==> config.mk <==
export PLATFORM = sky130hd
export DESIGN_NAME = wba_top
export DESIGN_NICKNAME = d
export VERILOG_FILES = /design/src/verilog/wba_pkg.sv /design/src/verilog/wba_log2.sv /design/src/verilog/wba_top.sv
export SDC_FILE = /design/constraint.sdc
export NUM_CORES = 2
export LEC_CHECK = 0
export ABC_AREA = 1
export BUFFER_PORTS_ARGS = -buffer_cell sky130_fd_sc_hd__buf_2
export CAP_MARGIN = 30
export CORE_MARGIN = 2
export CORE_UTILIZATION = 45
export CTS_CLUSTER_DIAMETER = 60
export DETAILED_ROUTE_END_ITERATION = 8
export PLACE_DENSITY = 0.75
export SYNTH_ARGS = -nofsm -noshare
export SYNTH_HDL_FRONTEND = slang
export SYNTH_HIERARCHICAL = 1
export SYNTH_SLANG_ARGS = --single-unit
==> constraint.sdc <==
create_clock -name aclk -period 10.57 [get_ports aclk]
set_input_delay 2.114 -clock aclk [delete_from_list [all_inputs] [get_ports aclk]]
set_output_delay 2.114 -clock aclk [all_outputs]
set_load 0.005 [all_outputs]
==> src/verilog/wba_pkg.sv <==
package wba_pkg;
  localparam int CLK_MHZ = 100;
  localparam int TIMEOUT_MS = 1000;
  localparam int unsigned TIMEOUT_CYCLES = TIMEOUT_MS * 1000 * CLK_MHZ;

  // currents, rated current and minimum current are in 0.01 kA per lsb
  localparam int CUR_W = 16;
  localparam int CNT_W = 17;
  localparam int LOG_FW = 16;
  localparam int LOG_W = 24;
  localparam int WEAR_W = 48;
  localparam int WEAR_FW = 16;
  localparam int DIV_STEPS = 49;
  // log2 of 100 lsb (1 kA), same piecewise-linear form as the log unit
  localparam logic [LOG_W-1:0] LOG2_ONE_KA = 24'h069000;

  localparam int ADDR_W = 6;
  localparam logic [3:0] IDX_CTRL = 4'h0;
  localparam logic [3:0] IDX_COUNT_1KA = 4'h1;
  localparam logic [3:0] IDX_COUNT_RATED = 4'h2;
  localparam logic [3:0] IDX_RATED_CUR = 4'h3;
  localparam logic [3:0] IDX_MIN_CUR = 4'h4;
  localparam logic [3:0] IDX_ALARM_LIMIT = 4'h5;
  localparam logic [3:0] IDX_WEAR = 4'h6;
  localparam logic [3:0] IDX_WEAR_FRAC = 4'h7;
  localparam logic [3:0] IDX_STATUS = 4'h8;
  localparam int CTRL_EN_BIT = 0;
  localparam int CTRL_CLR_BIT = 1;
  localparam logic [1:0] RESP_OKAY = 2'h0;
  localparam logic [1:0] RESP_SLVERR = 2'h2;

  localparam logic [CNT_W-1:0] CNT_MIN = 17'h00001;
  localparam logic [CNT_W-1:0] CNT_MAX = 17'h186a0;
  localparam logic [CNT_W-1:0] COUNT_1KA_RST = 17'h0c350;
  localparam logic [CNT_W-1:0] COUNT_RATED_RST = 17'h00064;
  localparam logic [CNT_W-1:0] ALARM_LIMIT_RST = 17'h0c350;
  localparam logic [CNT_W-1:0] RATED_MIN = 17'h003e8;
  localparam logic [CNT_W-1:0] RATED_MAX = 17'h02710;
  localparam logic [CNT_W-1:0] RATED_RST = 17'h003e8;
  localparam logic [CNT_W-1:0] IMIN_MIN = 17'h0000a;
  localparam logic [CNT_W-1:0] IMIN_MAX = 17'h00032;
  localparam logic [CNT_W-1:0] IMIN_RST = 17'h0000a;

  typedef struct packed {
    logic [CUR_W-1:0] ia;
    logic [CUR_W-1:0] ib;
    logic [CUR_W-1:0] ic;
  } wba_phase_t;

  typedef struct packed {
    logic             enable;
    logic [CNT_W-1:0] count_at_one_ka;
    logic [CNT_W-1:0] count_at_rated_current;
    logic [CNT_W-1:0] rated_break_current;
    logic [CNT_W-1:0] min_track_current;
    logic [CNT_W-1:0] wear_alarm_limit;
  } wba_settings_t;

  typedef enum logic [4:0] {
    S_IDLE  = 5'b00001,
    S_TRACK = 5'b00010,
    S_CALC  = 5'b00100,
    S_DIV   = 5'b01000,
    S_ACCUM = 5'b10000
  } wba_state_t;
endpackage

==> src/verilog/wba_log2.sv <==
`timescale 1ns/1ps
// piecewise-linear log2: integer part from the leading one, mantissa taken as the fraction
module wba_log2 #(
  parameter int IW = 17,
  parameter int FW = 16,
  parameter int OW = 24
) (
  input  wire logic [IW-1:0] value,
  output logic      [OW-1:0] log_val
);
  logic [IW-1:0] norm;
  logic [7:0]    msb;

  always_comb
  begin
    msb = 8'h00;
    for (int i = 0; i < IW; i++)
    begin
      if (value[i])
        msb = 8'(i);
    end
    norm = value << (8'(IW - 1) - msb);
    log_val = {OW{1'b0}};
    // zero has no logarithm; it reads as log 0, which the peak input gives when no phase current flowed
    if (value != {IW{1'b0}})
      log_val = OW'({msb, FW'({norm[IW-2:0], {FW{1'b0}}} >> (IW - 1))});
  end
endmodule

==> src/verilog/wba_top.sv <==
`timescale 1ns/1ps
module wba_top #(
  parameter int unsigned TIMEOUT_CYC = wba_pkg::TIMEOUT_CYCLES
) (
  input  wire logic                      aclk,
  input  wire logic                      aresetn,
  input  wire logic [wba_pkg::ADDR_W-1:0] awaddr,
  input  wire logic                      awvalid,
  output logic                           awready,
  input  wire logic [31:0]               wdata,
  input  wire logic [3:0]                wstrb,
  input  wire logic                      wvalid,
  output logic                           wready,
  output logic [1:0]                     bresp,
  output logic                           bvalid,
  input  wire logic                      bready,
  input  wire logic [wba_pkg::ADDR_W-1:0] araddr,
  input  wire logic                      arvalid,
  output logic                           arready,
  output logic [31:0]                    rdata,
  output logic [1:0]                     rresp,
  output logic                           rvalid,
  input  wire logic                      rready,
  input  wire wba_pkg::wba_phase_t       phase_current,
  input  wire logic                      trip_command_input,
  input  wire logic                      breaker_open_input,
  input  wire logic                      breaker_closed_input,
  input  wire logic                      block_input,
  input  wire logic                      wear_reset_input,
  output logic                           wear_alarm_output
);
  localparam int W = wba_pkg::WEAR_W;

  logic                        aw_full, next_aw_full, w_full, next_w_full;
  logic [3:0]                  aw_idx, next_aw_idx;
  logic [31:0]                 w_data_q, next_w_data_q;
  logic [3:0]                  w_strb_q, next_w_strb_q;
  logic                        next_awready, next_wready, next_bvalid, next_arready, next_rvalid;
  logic [1:0]                  next_bresp, next_rresp;
  logic [31:0]                 next_rdata, rd_val;
  logic                        wr_fire, rd_hit, wr_hit;

  logic [4:0]                  sync1, sync2;
  logic                        trip_prev;
  logic                        trip_s, open_s, closed_s, block_s, rst_s, trip_rise;
  wba_pkg::wba_state_t         state, next_state;
  wba_pkg::wba_settings_t      set, next_set;
  logic [wba_pkg::CUR_W-1:0]   imax, next_imax, peak_now;
  logic [31:0]                 tmo_cnt, next_tmo_cnt;
  logic [48:0]                 dnum, next_dnum;
  logic [25:0]                 rem, next_rem, den, next_den, trial;
  logic                        neg, next_neg;
  logic [5:0]                  dcnt, next_dcnt;
  logic [W-1:0]                wear, next_wear, inc;
  logic                        next_alarm, abandoned, next_abandoned, sw_clear, clear_any;
  logic [wba_pkg::LOG_W-1:0]   log_i, log_n1, log_nr, log_r;
  logic signed [24:0]          la, ln, lr;
  logic signed [49:0]          prod, exp_val;
  logic signed [33:0]          exp_int;
  logic [W-1:0]                mant;
  logic [W:0]                  sum;
  logic                        all_below;

  function automatic logic [31:0] merge(input logic [31:0] old, input logic [31:0] d, input logic [3:0] s);
    logic [31:0] r;
    r = old;
    for (int b = 0; b < 4; b++)
    begin
      if (s[b])
        r[b*8 +: 8] = d[b*8 +: 8];
    end
    return r;
  endfunction

  function automatic logic [16:0] clamp(input logic [31:0] v, input logic [16:0] lo, input logic [16:0] hi);
    logic [16:0] r;
    r = v[16:0];
    if (v > {15'h0000, hi})
      r = hi;
    else if (v < {15'h0000, lo})
      r = lo;
    return r;
  endfunction

  wba_log2 u_log_peak (.value({1'b0, imax}), .log_val(log_i));
  wba_log2 u_log_n1 (.value(set.count_at_one_ka), .log_val(log_n1));
  wba_log2 u_log_nr (.value(set.count_at_rated_current), .log_val(log_nr));
  wba_log2 u_log_rated (.value(set.rated_break_current), .log_val(log_r));

  assign trip_s = sync2[0];
  assign open_s = sync2[1];
  assign closed_s = sync2[2];
  assign block_s = sync2[3];
  assign rst_s = sync2[4];
  assign trip_rise = trip_s && !trip_prev;
  assign sw_clear = wr_fire && aw_idx == wba_pkg::IDX_CTRL && w_strb_q[0] && w_data_q[wba_pkg::CTRL_CLR_BIT];
  assign clear_any = rst_s || sw_clear;
  assign wr_hit = aw_idx <= wba_pkg::IDX_WEAR;
  assign rd_hit = araddr[5:2] <= wba_pkg::IDX_STATUS;

  always_comb
  begin
    case (araddr[5:2])
      wba_pkg::IDX_CTRL:        rd_val = {31'h00000000, set.enable};
      wba_pkg::IDX_COUNT_1KA:   rd_val = {15'h0000, set.count_at_one_ka};
      wba_pkg::IDX_COUNT_RATED: rd_val = {15'h0000, set.count_at_rated_current};
      wba_pkg::IDX_RATED_CUR:   rd_val = {15'h0000, set.rated_break_current};
      wba_pkg::IDX_MIN_CUR:     rd_val = {15'h0000, set.min_track_current};
      wba_pkg::IDX_ALARM_LIMIT: rd_val = {15'h0000, set.wear_alarm_limit};
      wba_pkg::IDX_WEAR:        rd_val = wear[W-1:wba_pkg::WEAR_FW];
      wba_pkg::IDX_WEAR_FRAC:   rd_val = {16'h0000, wear[wba_pkg::WEAR_FW-1:0]};
      wba_pkg::IDX_STATUS:      rd_val = {29'h00000000, abandoned, state != wba_pkg::S_IDLE, wear_alarm_output};
      default:                  rd_val = 32'h00000000;
    endcase
  end

  always_comb
  begin
    next_aw_full = aw_full;
    next_w_full = w_full;
    next_aw_idx = aw_idx;
    next_w_data_q = w_data_q;
    next_w_strb_q = w_strb_q;
    next_bvalid = bvalid;
    next_bresp = bresp;
    next_arready = arready;
    next_rvalid = rvalid;
    next_rresp = rresp;
    next_rdata = rdata;
    wr_fire = 1'b0;
    if (awvalid && awready)
    begin
      next_aw_full = 1'b1;
      next_aw_idx = awaddr[5:2];
    end
    if (wvalid && wready)
    begin
      next_w_full = 1'b1;
      next_w_data_q = wdata;
      next_w_strb_q = wstrb;
    end
    if (aw_full && w_full && !bvalid)
    begin
      wr_fire = 1'b1;
      next_aw_full = 1'b0;
      next_w_full = 1'b0;
      next_bvalid = 1'b1;
      next_bresp = wr_hit ? wba_pkg::RESP_OKAY : wba_pkg::RESP_SLVERR;
    end
    if (bvalid && bready)
      next_bvalid = 1'b0;
    next_awready = !next_aw_full;
    next_wready = !next_w_full;
    if (arvalid && arready)
    begin
      next_arready = 1'b0;
      next_rvalid = 1'b1;
      next_rdata = rd_val;
      next_rresp = rd_hit ? wba_pkg::RESP_OKAY : wba_pkg::RESP_SLVERR;
    end
    if (rvalid && rready)
    begin
      next_rvalid = 1'b0;
      next_arready = 1'b1;
    end
  end

  always_ff @(posedge aclk)
  begin
    if (!aresetn)
    begin
      aw_full <= 1'b0;
      w_full <= 1'b0;
      aw_idx <= 4'h0;
      w_data_q <= 32'h00000000;
      w_strb_q <= 4'h0;
      awready <= 1'b1;
      wready <= 1'b1;
      bvalid <= 1'b0;
      bresp <= wba_pkg::RESP_OKAY;
      arready <= 1'b1;
      rvalid <= 1'b0;
      rresp <= wba_pkg::RESP_OKAY;
      rdata <= 32'h00000000;
    end
    else
    begin
      aw_full <= next_aw_full;
      w_full <= next_w_full;
      aw_idx <= next_aw_idx;
      w_data_q <= next_w_data_q;
      w_strb_q <= next_w_strb_q;
      awready <= next_awready;
      wready <= next_wready;
      bvalid <= next_bvalid;
      bresp <= next_bresp;
      arready <= next_arready;
      rvalid <= next_rvalid;
      rresp <= next_rresp;
      rdata <= next_rdata;
    end
  end

  always_comb
  begin
    peak_now = imax;
    if (phase_current.ia > peak_now)
      peak_now = phase_current.ia;
    if (phase_current.ib > peak_now)
      peak_now = phase_current.ib;
    if (phase_current.ic > peak_now)
      peak_now = phase_current.ic;
    all_below = {1'b0, phase_current.ia} < set.min_track_current
             && {1'b0, phase_current.ib} < set.min_track_current
             && {1'b0, phase_current.ic} < set.min_track_current;
    // log-log line through both counts, k = ln / lr
    la = $signed({1'b0, log_i}) - $signed({1'b0, wba_pkg::LOG2_ONE_KA});
    ln = $signed({1'b0, log_n1}) - $signed({1'b0, log_nr});
    lr = $signed({1'b0, log_r}) - $signed({1'b0, wba_pkg::LOG2_ONE_KA});
    prod = la * ln;
    trial = {rem[24:0], dnum[48]};
    // increment is 2 to the power of la*k, rebuilt from the quotient
    exp_val = neg ? -$signed({1'b0, dnum}) : $signed({1'b0, dnum});
    exp_int = exp_val[49:16];
    mant = {31'h00000000, 1'b1, exp_val[15:0]};
    if (exp_int > 34'sd31)
      inc = {W{1'b1}};
    else if (exp_int < -34'sd16)
      inc = {W{1'b0}};
    else if (exp_int[33])
      inc = mant >> 6'(-exp_int);
    else
      inc = mant << exp_int[5:0];
    sum = {1'b0, wear} + {1'b0, inc};
  end

  always_comb
  begin
    next_state = state;
    next_set = set;
    next_imax = imax;
    next_tmo_cnt = tmo_cnt;
    next_dnum = dnum;
    next_rem = rem;
    next_den = den;
    next_neg = neg;
    next_dcnt = dcnt;
    next_wear = wear;
    next_abandoned = abandoned;
    case (state)
      wba_pkg::S_IDLE:
        // start on a fresh trip with the breaker closed
        if (trip_rise && closed_s)
        begin
          next_state = wba_pkg::S_TRACK;
          next_imax = {wba_pkg::CUR_W{1'b0}};
          next_tmo_cnt = 32'h00000000;
          next_abandoned = 1'b0;
        end
      wba_pkg::S_TRACK:
      begin
        next_imax = peak_now;
        next_tmo_cnt = tmo_cnt + 32'h00000001;
        if (tmo_cnt >= TIMEOUT_CYC - 1)
        begin
          next_state = wba_pkg::S_IDLE;
          next_abandoned = 1'b1;
        end
        else if (all_below && open_s)
          next_state = wba_pkg::S_CALC;
      end
      wba_pkg::S_CALC:
      begin
        next_neg = prod[49];
        next_dnum = prod[49] ? 49'(-prod) : prod[48:0];
        next_rem = 26'h0000000;
        next_den = 26'(lr);
        next_dcnt = 6'h00;
        next_state = wba_pkg::S_DIV;
      end
      wba_pkg::S_DIV:
      begin
        if (trial >= den)
        begin
          next_rem = trial - den;
          next_dnum = {dnum[47:0], 1'b1};
        end
        else
        begin
          next_rem = trial;
          next_dnum = {dnum[47:0], 1'b0};
        end
        next_dcnt = dcnt + 6'h01;
        if (dcnt == 6'(wba_pkg::DIV_STEPS - 1))
          next_state = wba_pkg::S_ACCUM;
      end
      wba_pkg::S_ACCUM:
      begin
        // saturating add of 1 kA equivalents
        next_wear = sum[W] ? {W{1'b1}} : sum[W-1:0];
        next_state = wba_pkg::S_IDLE;
      end
      default:
        next_state = wba_pkg::S_IDLE;
    endcase
    // disabled or blocked: any episode not yet in S_ACCUM is dropped
    if (!set.enable || block_s)
      next_state = wba_pkg::S_IDLE;
    if (wr_fire)
    begin
      case (aw_idx)
        wba_pkg::IDX_CTRL:
          if (w_strb_q[0])
            next_set.enable = w_data_q[wba_pkg::CTRL_EN_BIT];
        // writes are held inside their ranges
        wba_pkg::IDX_COUNT_1KA:
          next_set.count_at_one_ka = clamp(merge({15'h0000, set.count_at_one_ka}, w_data_q, w_strb_q),
                                           wba_pkg::CNT_MIN, wba_pkg::CNT_MAX);
        wba_pkg::IDX_COUNT_RATED:
          next_set.count_at_rated_current = clamp(merge({15'h0000, set.count_at_rated_current}, w_data_q, w_strb_q),
                                                  wba_pkg::CNT_MIN, wba_pkg::CNT_MAX);
        wba_pkg::IDX_RATED_CUR:
          next_set.rated_break_current = clamp(merge({15'h0000, set.rated_break_current}, w_data_q, w_strb_q),
                                               wba_pkg::RATED_MIN, wba_pkg::RATED_MAX);
        wba_pkg::IDX_MIN_CUR:
          next_set.min_track_current = clamp(merge({15'h0000, set.min_track_current}, w_data_q, w_strb_q),
                                             wba_pkg::IMIN_MIN, wba_pkg::IMIN_MAX);
        wba_pkg::IDX_ALARM_LIMIT:
          next_set.wear_alarm_limit = clamp(merge({15'h0000, set.wear_alarm_limit}, w_data_q, w_strb_q),
                                            wba_pkg::CNT_MIN, wba_pkg::CNT_MAX);
        // restore of the saved wear after power-up
        wba_pkg::IDX_WEAR:
          next_wear = {merge(wear[W-1:wba_pkg::WEAR_FW], w_data_q, w_strb_q), 16'h0000};
        default:
          next_wear = next_wear;
      endcase
    end
    // clearing wins over an add or a restore in the same cycle
    if (clear_any)
      next_wear = {W{1'b0}};
    // alarm holds until the wear is cleared
    next_alarm = !clear_any && (wear_alarm_output || wear[W-1:wba_pkg::WEAR_FW] >= {15'h0000, set.wear_alarm_limit});
  end

  always_ff @(posedge aclk)
  begin
    if (!aresetn)
    begin
      sync1 <= 5'h00;
      sync2 <= 5'h00;
      trip_prev <= 1'b0;
      state <= wba_pkg::S_IDLE;
      set <= {1'b0, wba_pkg::COUNT_1KA_RST, wba_pkg::COUNT_RATED_RST, wba_pkg::RATED_RST,
              wba_pkg::IMIN_RST, wba_pkg::ALARM_LIMIT_RST};
      imax <= {wba_pkg::CUR_W{1'b0}};
      tmo_cnt <= 32'h00000000;
      dnum <= 49'h0;
      rem <= 26'h0000000;
      den <= 26'h0000001;
      neg <= 1'b0;
      dcnt <= 6'h00;
      wear <= {W{1'b0}};
      wear_alarm_output <= 1'b0;
      abandoned <= 1'b0;
    end
    else
    begin
      sync1 <= {wear_reset_input, block_input, breaker_closed_input, breaker_open_input, trip_command_input};
      sync2 <= sync1;
      trip_prev <= trip_s;
      state <= next_state;
      set <= next_set;
      imax <= next_imax;
      tmo_cnt <= next_tmo_cnt;
      dnum <= next_dnum;
      rem <= next_rem;
      den <= next_den;
      neg <= next_neg;
      dcnt <= next_dcnt;
      wear <= next_wear;
      wear_alarm_output <= next_alarm;
      abandoned <= next_abandoned;
    end
  end

  chk_start_cause: assert property (@(posedge aclk) disable iff (!aresetn)
    (state == wba_pkg::S_IDLE ##1 state == wba_pkg::S_TRACK) |-> $past(trip_rise) && $past(closed_s))
    else $error("episode started without trip or closed breaker");
  chk_peak_hold: assert property (@(posedge aclk) disable iff (!aresetn)
    state == wba_pkg::S_TRACK |=> imax >= $past(phase_current.ia) && imax >= $past(phase_current.ib)
                                  && imax >= $past(phase_current.ic))
    else $error("peak lost a phase value");
  chk_end_cause: assert property (@(posedge aclk) disable iff (!aresetn)
    (state == wba_pkg::S_TRACK ##1 state == wba_pkg::S_CALC) |-> $past(all_below) && $past(open_s))
    else $error("episode ended without low current and open breaker");
  chk_timeout_drop: assert property (@(posedge aclk) disable iff (!aresetn)
    (state == wba_pkg::S_TRACK && tmo_cnt >= TIMEOUT_CYC - 1) |=> state == wba_pkg::S_IDLE && abandoned)
    else $error("timeout did not drop the episode");
  chk_wear_add: assert property (@(posedge aclk) disable iff (!aresetn)
    (state == wba_pkg::S_ACCUM && !clear_any && !sum[W]) |=> wear == $past(wear) + $past(inc))
    else $error("wear increment not added");
  chk_wear_calm: assert property (@(posedge aclk) disable iff (!aresetn)
    (state != wba_pkg::S_ACCUM && !wr_fire && !clear_any) |=> $stable(wear))
    else $error("wear changed outside an accumulation");
  chk_alarm_set: assert property (@(posedge aclk) disable iff (!aresetn)
    (wear[W-1:wba_pkg::WEAR_FW] >= {15'h0000, set.wear_alarm_limit} && !clear_any) |=> wear_alarm_output)
    else $error("alarm missing at limit");
  chk_alarm_hold: assert property (@(posedge aclk) disable iff (!aresetn)
    (wear_alarm_output && !clear_any) |=> wear_alarm_output)
    else $error("alarm dropped without clear");
  chk_clear_zero: assert property (@(posedge aclk) disable iff (!aresetn)
    clear_any |=> wear == {W{1'b0}} && !wear_alarm_output)
    else $error("clear did not zero the wear");
  chk_off_idle: assert property (@(posedge aclk) disable iff (!aresetn)
    (!set.enable || block_s) |=> state == wba_pkg::S_IDLE)
    else $error("function ran while disabled or blocked");
  chk_set_range: assert property (@(posedge aclk) disable iff (!aresetn)
    set.count_at_one_ka inside {[wba_pkg::CNT_MIN:wba_pkg::CNT_MAX]}
    && set.count_at_rated_current inside {[wba_pkg::CNT_MIN:wba_pkg::CNT_MAX]}
    && set.wear_alarm_limit inside {[wba_pkg::CNT_MIN:wba_pkg::CNT_MAX]}
    && set.rated_break_current inside {[wba_pkg::RATED_MIN:wba_pkg::RATED_MAX]}
    && set.min_track_current inside {[wba_pkg::IMIN_MIN:wba_pkg::IMIN_MAX]})
    else $error("setting out of range");
endmodule

==> summary.md <==
| Metric | Value |
|---|---|
| Synthesized area per cell | `6.61 um2` |
| Largest family of logic cells by synthesized area | `simple AND/OR/NAND/NOR gates` |
| Post-layout instance count excluding filler cells | `roughly 12,000` |
| Number of sinks handled by clock tree synthesis | `between 300 and 400` |
| Final Setup Violations | `0` |
| Wire length of the first global-routing pass | `around 340,000 um` |
| Most common cell in the synthesized netlist | `nand2_1` |
| DIE WIDTH | `around 370 um` |
| Vias per cell | `5.49` |
| Setup repair after global routing missed its margin | `yes` |
| Number of instances in the synthesized netlist | `slightly above 9,000` |
| Number of standard-cell rows in the floorplan | `around 130` |
| Final Instance Area | `between 70,000 and 80,000 um2` |
| Y dimension of the die | `roughly 370 um` |
| Post-detailed-route DRC marker count | `0` |
| Clock-pin slew on the worst setup and hold paths | `~60 ps` |
| Sum of buffers and inverters on the critical path | `12` |
| Via count of the first global-routing pass | `between 60,000 and 70,000` |
| Post-detailed-placement half-perimeter wirelength | `176,000 um` |
| Starting utilization of the core area | `a little under half` |
| Syn Std Cell Area | `60,600 um2` |
| Buffer cell driving the clock tree root | `clkbuf_16` |
| Post-route ant nets | `0` |
| Clock latency on the worst-skew pair | `~670 ps` |
| Final hold violations | `0` |
| Final cycle utilization of the critical path | `between 90% and 100%` |
| Final count of pins violating max slew | `0` |
| Delay contributed by the slowest stage of the critical path | `about 590 ps` |
| Area share of and/or/nand/nor cells after synthesis | `between 30% and 40%` |
| Area taken by multi-input logic gates | `approximately 48,000 um2` |
| Reg area | `around 7800 um2` |
| Synth area leaders | `fa_1, nand2_1, dfxtp_1` |
| Min Clock Period, post-route | `approximately 10,000 ps` |
| First-pass DRT Iterations | `6` |
| Crit path top cell by count | `nand2_1` |
| Number of port buffers | `143` |
| Critical Path Sink Type | `register` |
| Critical setup path kind | `register to register` |
| Share of the yosys chip area belonging to registers | `12.8%` |
| Status | `finished clean` |
| Maximum clock path buffer count | `3` |
| Top cell types by occurrence after synthesis | `nand2_1, inv_1, nor2_1` |
| Area fraction of the dominant cell type after synthesis | `21.9%` |
| Maximum achievable frequency | `approximately 0.095 GHz` |
| Compound-cell area share of the yosys netlist | `12.6%` |
| Type of element launching the critical path | `register` |
| Filler cell count | `12,600` |
| Number of distinct standard cells referenced by the synthesized netlist | `between 70 and 80` |
| Share of synthesized cell area in full adder, half adder and majority cells | `between 20% and 30%` |
| Endpoint arrival time on the critical path | `11,090 ps` |
| Primary flip-flop cell chosen by synthesis mapping | `dfxtp_1` |
| Tightest Hold Check Type | `register to register` |
| Critical path's slowest cell | `fa_2` |
| Post-synthesis async set-or-reset flop share | `0%` |
| H-tree Lvls | `2` |
| Sum of met2 wire segment lengths after detailed routing | `101,000 um` |
| Share of final-layout standard cells stronger than drive strength 1 | `between 10% and 20%` |
| Number of maximum-capacitance violations | `0` |
| WL/cell | `approximately 19 um` |
| Worst rel slew slack | `a little over a quarter` |
| Data required time of the critical path | `11,160 ps` |
| Top Ports | `150` |
| Leading area contributor after synthesis | `fa_1` |
| Die area | `138,000 um2` |
| Worst-path fanout max | `8` |
| Post-synthesis share of cell area spent on xor and xnor gates | `2.28%` |
| Top cell family by delay on the critical path | `adder cells` |
| Area delta synth->final | `21.5%` |
| Wire length reported by the detailed router | `219,000 um` |
| Top Metal Used | `met5` |
| GRT Total Usage | `approximately 31%` |
| Maximum number of pins on one net before global-route repair | `84` |
| Met3 WL post-DR | `16,700 um` |
| Sum of routed wire segments on met1 | `approximately 92,000 um` |
| TritonCTS buffer count | `50` |
| Total of flip-flops plus latches after synthesis | `387` |
| Worst hold margin | `just over 400 ps` |
| Sum of overflow across all layers after global routing | `0` |
| Multiplexer area fraction after synthesis | `0%` |
| Number of nets in the finished design | `approximately 11,000` |
| EDFF count, synth | `0` |
| Initial antenna violation count | `3` |
| 1st-iter DRT viols | `between 5,000 and 6,000` |
| Area of the core | `roughly 130,000 um2` |
| Worst clock skew | `around 64 ps` |
| Placed Area | `slightly below 70,000 um2` |
| Slew at the pin with the worst max-slew slack | `about 1100 ps` |
| TritonCTS clock tree | `built` |
| Dpl cells | `11,500` |
| Total number of yosys warnings | `6` |
| Total number of vias | `about 64,000` |
| Global placement routability congestion | `1.02` |
[flip-flops by register name, summed over array words and instances, names as in the netlist, 4 cells and up]
| register | count |
|---|---|
| aw_idx | 4 |
| w_data_q | 32 |
| state | 5 |
| tmo_cnt | 32 |
| set | 86 |
| rdata | 32 |
| sync2 | 5 |
| dcnt | 6 |
| rem | 25 |
| imax | 16 |
| w_strb_q | 4 |
| den | 25 |
| dnum | 49 |
| wear | 48 |
| sync1 | 5 |
[what timing repair did]
action	in CTS	in global routing
hold buffers	0	0
buffers inserted	56	63
setup endpoints to repair	49	49
resized for setup	335	521
pin swaps	232	396
gates cloned	2	5
[layer usage]
metal | vias to the layer above | global-route usage (%)
met5 | - | 0
met3 | 520 | 4.03
met2 | 2699 | 51.3
met4 | 5 | 12.0
li1 | 30300 | -
met1 | 30500 | 41.8
[layout make-up]
| cell class | instances | share of cell area [%] |
|---|---|---|
| multi-input combinational | 6833 | 65.4 |
| timing repair buffer | 961 | 10.3 |
| sequential | 387 | 10.5 |
| inverter | 1624 | 8.35 |
| tap | 1768 | 3.00 |
| clock inverter | 32 | 0.642 |
| timing repair inverter | 1 | 0.0102 |
| antenna | 1 | 0.00340 |
| clock buffer | 60 | 1.80 |
[stage by stage]
| stage | setup slack (ps) | setup TNS, ps | utilization [%] |
|---|---|---|---|
| 3_3_place_gp | -688 | -24980 | 50.7 |
| 3_5_place_dp | -738 | -27380 | 50.7 |
| 2_1_floorplan | 15.6 | 0 | - |
| 5_1_grt | -519 | -19970 | 55.1 |
| 6_report | 74.8 | 0 | 55.1 |
| 4_1_cts | 0.896 | 0 | 53.4 |
[path summary, 6_finish.rpt]
kind                 start  endpoint  slack (ps)  depth (start not counted)
setup / recovery   set[70]  dnum[48]          70                         66
hold / removal    sync1[1]  sync2[1]         410                          2
setup reg to reg   set[70]  dnum[48]          70                         66
hold reg to reg   sync1[1]  sync2[1]         410                          2
[placed cells by master (no fill, tap or decap), types with 77 or more instances in the layout]
cell / n
inv_1: 1477
nor2_2: 89
buf_2: 143
nor3_1: 83
ha_1: 309
nand3_1: 598
xor2_1: 77
dfxtp_1: 384
a21oi_1: 528
buf_4: 731
o21ai_0: 337
nand2_2: 183
fa_1: 615
nor2_1: 743
inv_2: 114
nand4_1: 96
nand3_2: 79
nand2_1: 2157
[worst register-to-register path, delay by kind of cell, from the launching register on]
kind            cells  cell delay [ps]
buf+inv            12             1130
fa+ha+maj          10             4410
compound gates     10             1470
simple gates       34             3140
flops               1              330
[kinds of logic (layout without fill, tap and decap cells)]
| family | after synthesis | count (layout) |
|---|---|---|
| compound gates | 1347 | 1347 |
| fa+ha+maj | 1024 | 1024 |
| other cells | 5 | 21 |
| xor+xnor | 146 | 146 |
| buf+inv | 1966 | 2678 |
| flops | 387 | 387 |
| simple gates | 4296 | 4296 |
Power is not shown: default switching activity piles up to over one toggle a cycle in this logic, so the estimate is an artifact.
